$ cat config.mk
export PLATFORM = sky130hd
export DESIGN_NAME = ddrcd_device_flat
export DESIGN_NICKNAME = d
export VERILOG_FILES = /design/src/verilog/ddrcd_pkg.sv /design/src/verilog/ddrcd_if.sv /design/src/verilog/ddrcd_pin_decode.sv /design/src/verilog/ddrcd_device.sv /design/src/flat_wrapper.sv
export VERILOG_INCLUDE_DIRS = /design/src /design/src/verilog
export SDC_FILE = /design/constraint.sdc
export NUM_CORES = 1
export LEC_CHECK = 0
export ABC_AREA = 1
export BUFFER_PORTS_ARGS = -buffer_cell sky130_fd_sc_hd__buf_2
export CORE_AREA = 4 4 127 129
export DETAILED_ROUTE_END_ITERATION = 6
export DIE_AREA = 0 0 131 133
export GPL_TIMING_DRIVEN = 0
export PLACE_DENSITY = 0.83
export SLEW_MARGIN = 40
export SYNTH_ARGS = -nofsm -noshare
export SYNTH_HDL_FRONTEND = slang
export SYNTH_SLANG_ARGS = --single-unit
$ cat constraint.sdc
create_clock -name clk_in -period 9.9 [get_ports clk_in]
set_input_delay 1.485 -clock clk_in [delete_from_list [all_inputs] [get_ports clk_in]]
set_output_delay 1.485 -clock clk_in [all_outputs]
set_load 0.005 [all_outputs]
$ cat src/verilog/ddrcd_defines.svh
// Constants of the command decoder: pin widths, field positions,
// pin encodings and cycle counts. Guarded, so every user includes it.
`ifndef DDRCD_DEFINES_SVH
`define DDRCD_DEFINES_SVH

// Pin widths, bank and mode register counts
`define DDRCD_BA_W        3
`define DDRCD_ADDR_W      14
`define DDRCD_BANKS       8
`define DDRCD_MR_NUM      4

// Address field positions
`define DDRCD_A10_POS     10
`define DDRCD_A11_POS     11
`define DDRCD_A12_POS     12

// Burst field of mode register 0
`define DDRCD_MR0_BL_LSB  0
`define DDRCD_MR0_BL_MSB  1
`define DDRCD_BL_FIX8     2'h0
`define DDRCD_BL_OTF      2'h1
`define DDRCD_BL_FIX4     2'h2

// RAS#, CAS#, WE# encodings
`define DDRCD_PINS_MRS    3'h0
`define DDRCD_PINS_REF    3'h1
`define DDRCD_PINS_PRE    3'h2
`define DDRCD_PINS_ACT    3'h3
`define DDRCD_PINS_WR     3'h4
`define DDRCD_PINS_RD     3'h5
`define DDRCD_PINS_ZQ     3'h6
`define DDRCD_PINS_NOP    3'h7

// Cycle counts at 10 MHz
`define DDRCD_BL8_CYC     3'h4
`define DDRCD_BC4_CYC     3'h2
`define DDRCD_ZQINIT_CYC  10'h200
`define DDRCD_ZQOPER_CYC  10'h100
`define DDRCD_ZQCS_CYC    10'h040
`define DDRCD_TCKE_CYC    3'h3

// Reset values
`define DDRCD_MR_RST      14'h0000

`endif

$ cat src/verilog/ddrcd_pkg.sv
// Types shared by both ends of the command link.
// Assumes the defines header sits on the include path.
`include "ddrcd_defines.svh"

package ddrcd_pkg;

  // Decoded command, one-hot
  typedef enum logic [15:0] {
    DDRCD_CMD_MRS  = 16'h0001,
    DDRCD_CMD_REF  = 16'h0002,
    DDRCD_CMD_SRE  = 16'h0004,
    DDRCD_CMD_EXIT = 16'h0008,
    DDRCD_CMD_PRE  = 16'h0010,
    DDRCD_CMD_PREA = 16'h0020,
    DDRCD_CMD_ACT  = 16'h0040,
    DDRCD_CMD_WR   = 16'h0080,
    DDRCD_CMD_RD   = 16'h0100,
    DDRCD_CMD_NOP  = 16'h0200,
    DDRCD_CMD_DES  = 16'h0400,
    DDRCD_CMD_PDE  = 16'h0800,
    DDRCD_CMD_ZQCL = 16'h1000,
    DDRCD_CMD_ZQCS = 16'h2000,
    DDRCD_CMD_HOLD = 16'h4000,
    DDRCD_CMD_BAD  = 16'h8000
  } ddrcd_cmd_t;

  // Device power state, one-hot
  typedef enum logic [3:0] {
    DDRCD_ST_IDLE = 4'h1,
    DDRCD_ST_ACT  = 4'h2,
    DDRCD_ST_PDN  = 4'h4,
    DDRCD_ST_SREF = 4'h8
  } ddrcd_state_t;

  typedef struct packed {
    ddrcd_state_t                                st;
    logic                                        cke_prev;
    ddrcd_cmd_t                                  cmd;
    logic                                        cmd_vld;
    logic [`DDRCD_BA_W-1:0]                      ba;
    logic [`DDRCD_ADDR_W-1:0]                    addr;
    logic                                        ap;
    logic                                        chop;
    logic [`DDRCD_BANKS-1:0]                     open;
    logic [`DDRCD_MR_NUM-1:0][`DDRCD_ADDR_W-1:0] mr;
    logic [2:0]                                  bcnt;
    logic [`DDRCD_BA_W-1:0]                      bbank;
    logic                                        bap;
    logic                                        zq_done;
    logic [9:0]                                  zcnt;
    logic                                        zq_init_win;
    logic [15:0]                                 ref_cnt;
  } ddrcd_dev_t;

  typedef struct packed {
    logic                     cke;
    logic                     cs_n;
    logic [2:0]               pins;
    logic [`DDRCD_BA_W-1:0]   ba;
    logic [`DDRCD_ADDR_W-1:0] addr;
    logic                     rstn;
    logic [2:0]               hold;
    logic                     rej;
  } ddrcd_host_t;

endpackage : ddrcd_pkg

$ cat src/verilog/ddrcd_if.sv
// Command and address pins between controller and memory.
// All pins are driven by the controller end; the device samples all but ODT and takes RESET# as async reset.
`timescale 1ns/10ps
`include "ddrcd_defines.svh"

interface ddrcd_if;
  logic                     reset_n;
  logic                     cke;
  logic                     cs_n;
  logic                     ras_n;
  logic                     cas_n;
  logic                     we_n;
  logic                     odt;
  logic [`DDRCD_BA_W-1:0]   ba;
  logic [`DDRCD_ADDR_W-1:0] addr;

  modport dev (input reset_n, cke, cs_n, ras_n, cas_n, we_n, odt, ba, addr);
  modport ctl (output reset_n, cke, cs_n, ras_n, cas_n, we_n, odt, ba, addr);
endinterface : ddrcd_if

$ cat src/verilog/ddrcd_pin_decode.sv
// Pure pin decoder: turns sampled command pins and the CKE pair into one command.
// Assumes the caller samples the pins on the rising clock edge.
`timescale 1ns/10ps
`include "ddrcd_defines.svh"

module ddrcd_pin_decode
  import ddrcd_pkg::*;
(
  input  wire logic       cke_prev_in,
  input  wire logic       cke_in,
  input  wire logic       cs_n_in,
  input  wire logic [2:0] pins_in,
  input  wire logic       a10_in,
  output ddrcd_cmd_t      cmd_out
);

  logic idle_pins;

  // Deselect or no-operation on the pins
  assign idle_pins = cs_n_in || (pins_in == `DDRCD_PINS_NOP);

  // ==========================================================
  // Command selection
  always_comb begin
    cmd_out = DDRCD_CMD_BAD;
    if (!cke_prev_in) begin
      cmd_out = cke_in ? (idle_pins ? DDRCD_CMD_EXIT : DDRCD_CMD_BAD) : DDRCD_CMD_HOLD;
    end else if (!cke_in) begin
      if (idle_pins) begin
        cmd_out = DDRCD_CMD_PDE;
      end else if (pins_in == `DDRCD_PINS_REF) begin
        cmd_out = DDRCD_CMD_SRE;
      end
    end else if (cs_n_in) begin
      cmd_out = DDRCD_CMD_DES;
    end else begin
      unique case (pins_in)
        `DDRCD_PINS_MRS: cmd_out = DDRCD_CMD_MRS;
        `DDRCD_PINS_REF: cmd_out = DDRCD_CMD_REF;
        `DDRCD_PINS_PRE: cmd_out = a10_in ? DDRCD_CMD_PREA : DDRCD_CMD_PRE;
        `DDRCD_PINS_ACT: cmd_out = DDRCD_CMD_ACT;
        `DDRCD_PINS_WR:  cmd_out = DDRCD_CMD_WR;
        `DDRCD_PINS_RD:  cmd_out = DDRCD_CMD_RD;
        `DDRCD_PINS_ZQ:  cmd_out = a10_in ? DDRCD_CMD_ZQCL : DDRCD_CMD_ZQCS;
        `DDRCD_PINS_NOP: cmd_out = DDRCD_CMD_NOP;
      endcase
    end
  end

endmodule : ddrcd_pin_decode

$ cat src/verilog/ddrcd_device.sv
// Memory-side command decoder: samples the command pins and tracks bank,
// burst, power and calibration state. Assumes pins are synchronous to clk_in.
//
// Behaviour
// - decode only from pins at rising edge
// - RESET# low resets asynchronously, else high
// - ODT never affects decoding
// - bank address selects bank or mode register
// - precharge with A10 low closes one bank
// - activate opens bank, address is row
// - write: column on low bits and A11
// - read: column on low bits and A11
// - A10 high adds auto-precharge after burst
// - started burst always completes
// - no-operation leaves work in progress alone
// - chip select high ignores other pins
// - CKE edges with idle pins enter/exit power-down
// - no own refresh while powered down
// - ZQ: A10 high long, low short
// - first long calibration uses initial window
// - controller issues no undefined combinations
// - controller holds CKE for minimum edges
`timescale 1ns/10ps
`include "ddrcd_defines.svh"

module ddrcd_device
  import ddrcd_pkg::*;
(
  input  wire logic                                        clk_in,
  input  wire logic                                        rst_in,
  input  wire logic                                        ce_in,
  ddrcd_if.dev                                             bus,
  output ddrcd_cmd_t                                       cmd_out,
  output logic                                             cmd_vld_out,
  output logic [`DDRCD_BA_W-1:0]                           bank_out,
  output logic [`DDRCD_ADDR_W-1:0]                         addr_out,
  output logic                                             auto_pre_out,
  output logic                                             chop_out,
  output ddrcd_state_t                                     state_out,
  output logic [`DDRCD_BANKS-1:0]                          open_banks_out,
  output logic                                             burst_busy_out,
  output logic                                             zq_busy_out,
  output logic                                             zq_init_win_out,
  output logic [`DDRCD_MR_NUM-1:0][`DDRCD_ADDR_W-1:0]      mode_regs_out,
  output logic [15:0]                                      ref_count_out
);

  ddrcd_dev_t s_ff;
  ddrcd_dev_t nxt_s;
  ddrcd_cmd_t dec_cmd;
  logic       rst_any;

  // ==========================================================
  // Burst choice from the mode register and A12
  function automatic logic burst_chop(input logic [`DDRCD_ADDR_W-1:0] mr0,
                                      input logic                     a12);
    logic [1:0] bl;
    bl = mr0[`DDRCD_MR0_BL_MSB:`DDRCD_MR0_BL_LSB];
    if (bl == `DDRCD_BL_OTF) begin
      burst_chop = !a12;
    end else begin
      burst_chop = (bl == `DDRCD_BL_FIX4);
    end
  endfunction : burst_chop

  // ==========================================================
  // Reset and pin decode
  // RESET# joins the async reset
  assign rst_any = rst_in || !bus.reset_n;

  // ODT is not wired into decode
  ddrcd_pin_decode u_decode (
    .cke_prev_in (s_ff.cke_prev),
    .cke_in      (bus.cke),
    .cs_n_in     (bus.cs_n),
    .pins_in     ({bus.ras_n, bus.cas_n, bus.we_n}),
    .a10_in      (bus.addr[`DDRCD_A10_POS]),
    .cmd_out     (dec_cmd)
  );

  // ==========================================================
  // Next-state logic
  always_comb begin
    nxt_s          = s_ff;
    nxt_s.cke_prev = bus.cke;
    nxt_s.cmd      = dec_cmd;
    // strobe only with chip select low
    nxt_s.cmd_vld  = !bus.cs_n;

    // burst runs down regardless of new commands
    if (s_ff.bcnt != 3'h0) begin
      nxt_s.bcnt = s_ff.bcnt - 3'h1;
      if (s_ff.bcnt == 3'h1 && s_ff.bap) begin
        nxt_s.open[s_ff.bbank] = 1'b0;
      end
    end

    // Calibration window counts down
    if (s_ff.zcnt != 10'h000) begin
      nxt_s.zcnt = s_ff.zcnt - 10'h001;
    end

    unique case (dec_cmd)
      DDRCD_CMD_MRS: begin
        nxt_s.mr[bus.ba[1:0]] = bus.addr;
        nxt_s.ba              = bus.ba;
        nxt_s.addr            = bus.addr;
      end
      DDRCD_CMD_REF: begin
        if (s_ff.st != DDRCD_ST_PDN) begin
          nxt_s.ref_cnt = s_ff.ref_cnt + 16'h0001;
        end
      end
      DDRCD_CMD_SRE: begin
        nxt_s.st = DDRCD_ST_SREF;
      end
      DDRCD_CMD_PDE: begin
        nxt_s.st = DDRCD_ST_PDN;
      end
      DDRCD_CMD_EXIT: begin
        nxt_s.st = (s_ff.open != '0) ? DDRCD_ST_ACT : DDRCD_ST_IDLE;
      end
      DDRCD_CMD_PRE: begin
        nxt_s.open[bus.ba] = 1'b0;
        nxt_s.ba           = bus.ba;
      end
      DDRCD_CMD_PREA: begin
        nxt_s.open = '0;
      end
      DDRCD_CMD_ACT: begin
        nxt_s.open[bus.ba] = 1'b1;
        nxt_s.ba           = bus.ba;
        nxt_s.addr         = bus.addr;
      end
      DDRCD_CMD_WR,
      DDRCD_CMD_RD: begin
        // column from A11 and low bits
        nxt_s.ba   = bus.ba;
        nxt_s.addr = {{(`DDRCD_ADDR_W-11){1'b0}}, bus.addr[`DDRCD_A11_POS], bus.addr[9:0]};
        nxt_s.ap   = bus.addr[`DDRCD_A10_POS];
        nxt_s.chop = burst_chop(s_ff.mr[0], bus.addr[`DDRCD_A12_POS]);
        // a running burst is never cut short
        if (s_ff.bcnt == 3'h0) begin
          nxt_s.bcnt  = nxt_s.chop ? `DDRCD_BC4_CYC : `DDRCD_BL8_CYC;
          nxt_s.bbank = bus.ba;
          nxt_s.bap   = bus.addr[`DDRCD_A10_POS];
        end
      end
      DDRCD_CMD_ZQCL: begin
        nxt_s.zq_init_win = !s_ff.zq_done;
        nxt_s.zq_done     = 1'b1;
        nxt_s.zcnt        = s_ff.zq_done ? `DDRCD_ZQOPER_CYC : `DDRCD_ZQINIT_CYC;
      end
      DDRCD_CMD_ZQCS: begin
        nxt_s.zq_init_win = 1'b0;
        nxt_s.zcnt        = `DDRCD_ZQCS_CYC;
      end
      DDRCD_CMD_NOP,
      DDRCD_CMD_DES,
      DDRCD_CMD_HOLD,
      DDRCD_CMD_BAD: begin
        nxt_s.cmd = dec_cmd;
      end
    endcase

    // Awake state follows the open banks
    if (nxt_s.st == DDRCD_ST_IDLE || nxt_s.st == DDRCD_ST_ACT) begin
      nxt_s.st = (nxt_s.open != '0) ? DDRCD_ST_ACT : DDRCD_ST_IDLE;
    end
  end

  // ==========================================================
  // State register
  // everything is taken on the rising edge
  always_ff @(posedge clk_in or posedge rst_any) begin
    if (rst_any) begin
      s_ff <= '{st: DDRCD_ST_IDLE, cke_prev: 1'b0, cmd: DDRCD_CMD_HOLD,
                mr: {`DDRCD_MR_NUM{`DDRCD_MR_RST}}, default: '0};
    end else if (ce_in) begin
      s_ff <= nxt_s;
    end
  end

  // ==========================================================
  // Outputs straight from the state register
  assign cmd_out         = s_ff.cmd;
  assign cmd_vld_out     = s_ff.cmd_vld;
  assign bank_out        = s_ff.ba;
  assign addr_out        = s_ff.addr;
  assign auto_pre_out    = s_ff.ap;
  assign chop_out        = s_ff.chop;
  assign state_out       = s_ff.st;
  assign open_banks_out  = s_ff.open;
  assign burst_busy_out  = (s_ff.bcnt != 3'h0);
  assign zq_busy_out     = (s_ff.zcnt != 10'h000);
  assign zq_init_win_out = s_ff.zq_init_win;
  assign mode_regs_out   = s_ff.mr;
  assign ref_count_out   = s_ff.ref_cnt;

endmodule : ddrcd_device

$ cat src/flat_wrapper.sv
// flat-port wrapper written by rule: the top's interface ports become plain ports
module ddrcd_device_flat import ddrcd_pkg::*;
  (clk_in, rst_in, ce_in, cmd_out, cmd_vld_out, bank_out, addr_out, auto_pre_out, chop_out, state_out, open_banks_out, burst_busy_out, zq_busy_out, zq_init_win_out, mode_regs_out, ref_count_out, bus_reset_n, bus_cke, bus_cs_n, bus_ras_n, bus_cas_n, bus_we_n, bus_odt, bus_ba, bus_addr);
  ddrcd_if bus_i ();
  input  wire logic clk_in;
  input  wire logic rst_in;
  input  wire logic ce_in;
  output ddrcd_cmd_t cmd_out;
  output logic cmd_vld_out;
  output logic [`DDRCD_BA_W-1:0] bank_out;
  output logic [`DDRCD_ADDR_W-1:0] addr_out;
  output logic auto_pre_out;
  output logic chop_out;
  output ddrcd_state_t state_out;
  output logic [`DDRCD_BANKS-1:0] open_banks_out;
  output logic burst_busy_out;
  output logic zq_busy_out;
  output logic zq_init_win_out;
  output logic [`DDRCD_MR_NUM-1:0][`DDRCD_ADDR_W-1:0] mode_regs_out;
  output logic [15:0] ref_count_out;
  input wire logic [$bits(bus_i.reset_n)-1:0] bus_reset_n;
  input wire logic [$bits(bus_i.cke)-1:0] bus_cke;
  input wire logic [$bits(bus_i.cs_n)-1:0] bus_cs_n;
  input wire logic [$bits(bus_i.ras_n)-1:0] bus_ras_n;
  input wire logic [$bits(bus_i.cas_n)-1:0] bus_cas_n;
  input wire logic [$bits(bus_i.we_n)-1:0] bus_we_n;
  input wire logic [$bits(bus_i.odt)-1:0] bus_odt;
  input wire logic [$bits(bus_i.ba)-1:0] bus_ba;
  input wire logic [$bits(bus_i.addr)-1:0] bus_addr;
  assign bus_i.reset_n = bus_reset_n;
  assign bus_i.cke = bus_cke;
  assign bus_i.cs_n = bus_cs_n;
  assign bus_i.ras_n = bus_ras_n;
  assign bus_i.cas_n = bus_cas_n;
  assign bus_i.we_n = bus_we_n;
  assign bus_i.odt = bus_odt;
  assign bus_i.ba = bus_ba;
  assign bus_i.addr = bus_addr;
  ddrcd_device u_core (.clk_in(clk_in), .rst_in(rst_in), .ce_in(ce_in), .bus(bus_i), .cmd_out(cmd_out), .cmd_vld_out(cmd_vld_out), .bank_out(bank_out), .addr_out(addr_out), .auto_pre_out(auto_pre_out), .chop_out(chop_out), .state_out(state_out), .open_banks_out(open_banks_out), .burst_busy_out(burst_busy_out), .zq_busy_out(zq_busy_out), .zq_init_win_out(zq_init_win_out), .mode_regs_out(mode_regs_out), .ref_count_out(ref_count_out));
endmodule
==> summary.md <==
| Metric | Value |
|---|---|
| Syn Area/Cell | `8.70 sq um` |
| MaxCap Viol Count | `0` |
| Status | `finished, final reports clean` |
| Total CTS buffers | `17` |
| Core area | `15000 sq um` |
| Crit path arrival time | `1.66 ns` |
| Cts hold-fix bufs | `0` |
| IO Port Bufs | `146` |
| Largest net degree at the start of global routing | `21` |
| Most instantiated cells after synthesis | `nand2_1, dfrtp_1, buf_4` |
| #FFs+latches synth | `140` |
| Clock Path Buffers | `2` |
| Worst r2r dst | `u_core.state_out[0]` |
| Worst r2r src | `u_core.s_ff[32]` |
| Pleak | `4.96 nW` |
| Slew Limit Fails | `0` |
| Setup Viol. Count Final | `0` |
| Antenna Cells | `0` |
| Period minus WS final | `3.14 ns` |
| Syn. warnings | `0` |
| DP Area | `8570 sq um` |
| Total GRT Usage | `between 20% and 30%` |
| Setup crit end kind | `output port` |
| Synth top area cells | `dfrtp_1, buf_4, nand2_1` |
| Total power | `1.72 mW` |
| Via count | `6105` |
| # rows | `45` |
| Setup TNS | `0 ns` |
| Ys async rst share | `100%` |
| GR Util met1 | `between 20 and 30%` |
| RSZ-0062 raised after global routing | `no` |
| Fmax achieved | `0.318 GHz` |
| Max_slew headroom | `61.7%` |
| Vias in the first global route | `5911` |
| DR DRC count | `0` |
| Initial antenna violation count | `0` |
| Synth Cell Area | `7410 sq um` |
| Area growth, synth to finish | `23.6%` |
| Crit path launch type | `flip-flop` |
| Worst Skew | `just over 0.008 ns` |
| Final net count | `1059` |
| Initial Utilization | `between 40% and 50%` |
| Root buffer cell | `clkbuf_16` |
| Hold path start | `u_core.ref_count_out[15]` |
| Worst hold path cell count | `1` |
| Met3 GRT Util | `4.04%` |
| Final Hold Vio Count | `0` |
| Pwr per Cell Area | `188 nW/um^2` |
| Post-Syn Nets | `slightly below 900` |
| Final Core Density | `61.0%` |
| Crit path kind | `flip-flop to output port` |
| Detail Route Antenna Nets | `0` |
| Top-area cell type share of the netlist area | `46.6%` |
| Resize count post-CTS | `0` |
| Gpl congestion | `0.910` |
| Yosys cell types | `40` |
| Design area | `9170 sq um` |
| First-pass GRT wire length | `29.3 mm` |
| Top Usage Layer GRT | `met2` |
| Worst Tran Pin Value | `0.574 ns` |
| Clock sinks | `140` |
| Most used DFF post-synth | `dfrtp_1` |
| FF-to-FF setup slack | `7.94 ns` |
| WL final | `around 18 mm` |
| Clock latency on the worst-skew pair | `0.41 ns` |
| Cells after Synth | `852` |
| Period utilization | `31.8%` |
| Grt total ovfl | `0` |
| First-pass DRT Iterations | `5` |
| Post-synth EDFFs | `0` |
| CP startpoint | `u_core.s_ff[32]` |
| Critical Path RT | `between 8 and 9 ns` |
| Worst Hold Class | `flip-flop to flip-flop` |
| M2 GR Usage | `33.7%` |
| Max FO, Critical Path | `4` |
| Top-count cell post-synth | `nand2_1` |
| TritonCTS clock tree | `yes` |
| WL/cell | `14.6 microns` |
| Worst VDD drop | `roughly 120 uV` |
| Via-per-instance ratio | `4.98` |
| Seq/Total Area, Yosys | `approximately 47%` |
| Die extent in y | `133 microns` |
| Die area | `about 17000 sq um` |
| Die Wd | `about 130 microns` |
| Clock Pin Slew Worst Setup and Hold Paths | `0.06 ns` |
| Post CTS Setup Buffer Count | `0` |
| Post-synth top area cell | `dfrtp_1` |
| Worst Hold End | `u_core.ref_count_out[15]` |
| Layout cells sized above 1 | `35.6%` |
| Worst r2r path cells | `13` |
| Initial DRC count | `333` |
| I/O pins | `150` |
| Hold Worst Slack | `0.470 ns` |
| Post-DP HPWL | `13.5 mm` |
| Htree depth | `4` |
[flip-flops by register name, summed over array words and instances (netlist names), 3 cells and up]
register,flops
u_core.mode_regs_out,56
u_core.open_banks_out,8
u_core.bank_out,3
u_core.state_out,4
u_core.addr_out,14
u_core.cmd_out,16
u_core.s_ff,19
u_core.ref_count_out,16
[worst max-delay path: stages, from the launching register on]
cell	delay (ns)
dfrtp_1	0.38
inv_1	0.13
ha_1	0.18
inv_1	0.04
nor2_1	0.22
inv_1	0.13
buf_2	0.16
[cell usage in the layout (no fill, tap or decap), types with 7 or more instances in the layout]
| cell | count |
|---|---|
| inv_1 | 61 |
| ha_1 | 7 |
| clkbuf_16 | 17 |
| dfrtp_1 | 138 |
| buf_6 | 8 |
| o21ai_0 | 38 |
| nand4_1 | 9 |
| nand3_1 | 36 |
| a21oi_1 | 10 |
| buf_4 | 119 |
| nor2_4 | 7 |
| o21ai_2 | 14 |
| nor3_1 | 7 |
| buf_2 | 149 |
| inv_2 | 9 |
| nor2_1 | 49 |
| nand2_1 | 204 |
| o21ai_1 | 55 |
| xor2_1 | 14 |
| clkbuf_1 | 10 |
[worst max-delay path by stage]
stage,endpoint,cells after the start,slack (ns)
after floorplan,u_core.addr_out[0],2,0.04
after global placement,u_core.addr_out[1],3,-3.36
after detailed placement,u_core.mode_regs_out[0],10,6.74
after CTS,burst_busy_out,6,6.74
after global routing,burst_busy_out,6,6.64
final,burst_busy_out,6,6.76
[metal layers]
| metal | up-vias | wire (microns) |
|---|---|---|
| li1 | 2978 | - |
| met2 | 168 | 8730 |
| met3 | 29 | 756 |
| met5 | - | 0 |
| met1 | 2930 | 8020 |
| met4 | 0 | 366 |
[power by group]
part,internal (mW),switching [mW]
Combinational,0.179,0.200
Clock,0.403,0.237
Sequential,0.648,0.0559
Total,1.23,0.493
[cell type report]
cell class | count | area (sq um)
clock buffers | 22 | 454
well taps | 188 | 235
clock inverters | 10 | 140
fillers | 1291 | 5870
inverters | 72 | 270
flip-flops and latches | 140 | 3510
plain buffers | 137 | 1020
multi-input cells | 503 | 2620
repair buffers | 154 | 913
[through the flow]
| stage | std cells | setup WS (ns) |
|---|---|---|
| final | 1226 | 6.76 |
| after detailed placement | 1194 | 6.74 |
| after floorplan | 852 | 0.0373 |
| after global placement | 1186 | -3.36 |
| after CTS | 1226 | 6.74 |
| after global routing | 1226 | 6.64 |
[cell families (layout without fill, tap and decap cells)]
| logic type | after synthesis | in the layout | share of synthesized area [%] |
|---|---|---|---|
| AND/OR/NAND/NOR | 343 | 343 | 21.4 |
| buffers and inverters | 209 | 395 | 17.5 |
| flip-flops | 140 | 140 | 47.3 |
| AO/OA/AOI/OAI | 133 | 133 | 10.3 |
| XOR/XNOR | 20 | 20 | 2.36 |
| adder cells (fa/ha/maj) | 7 | 7 | 1.18 |
(Power assumes the default switching activity.)
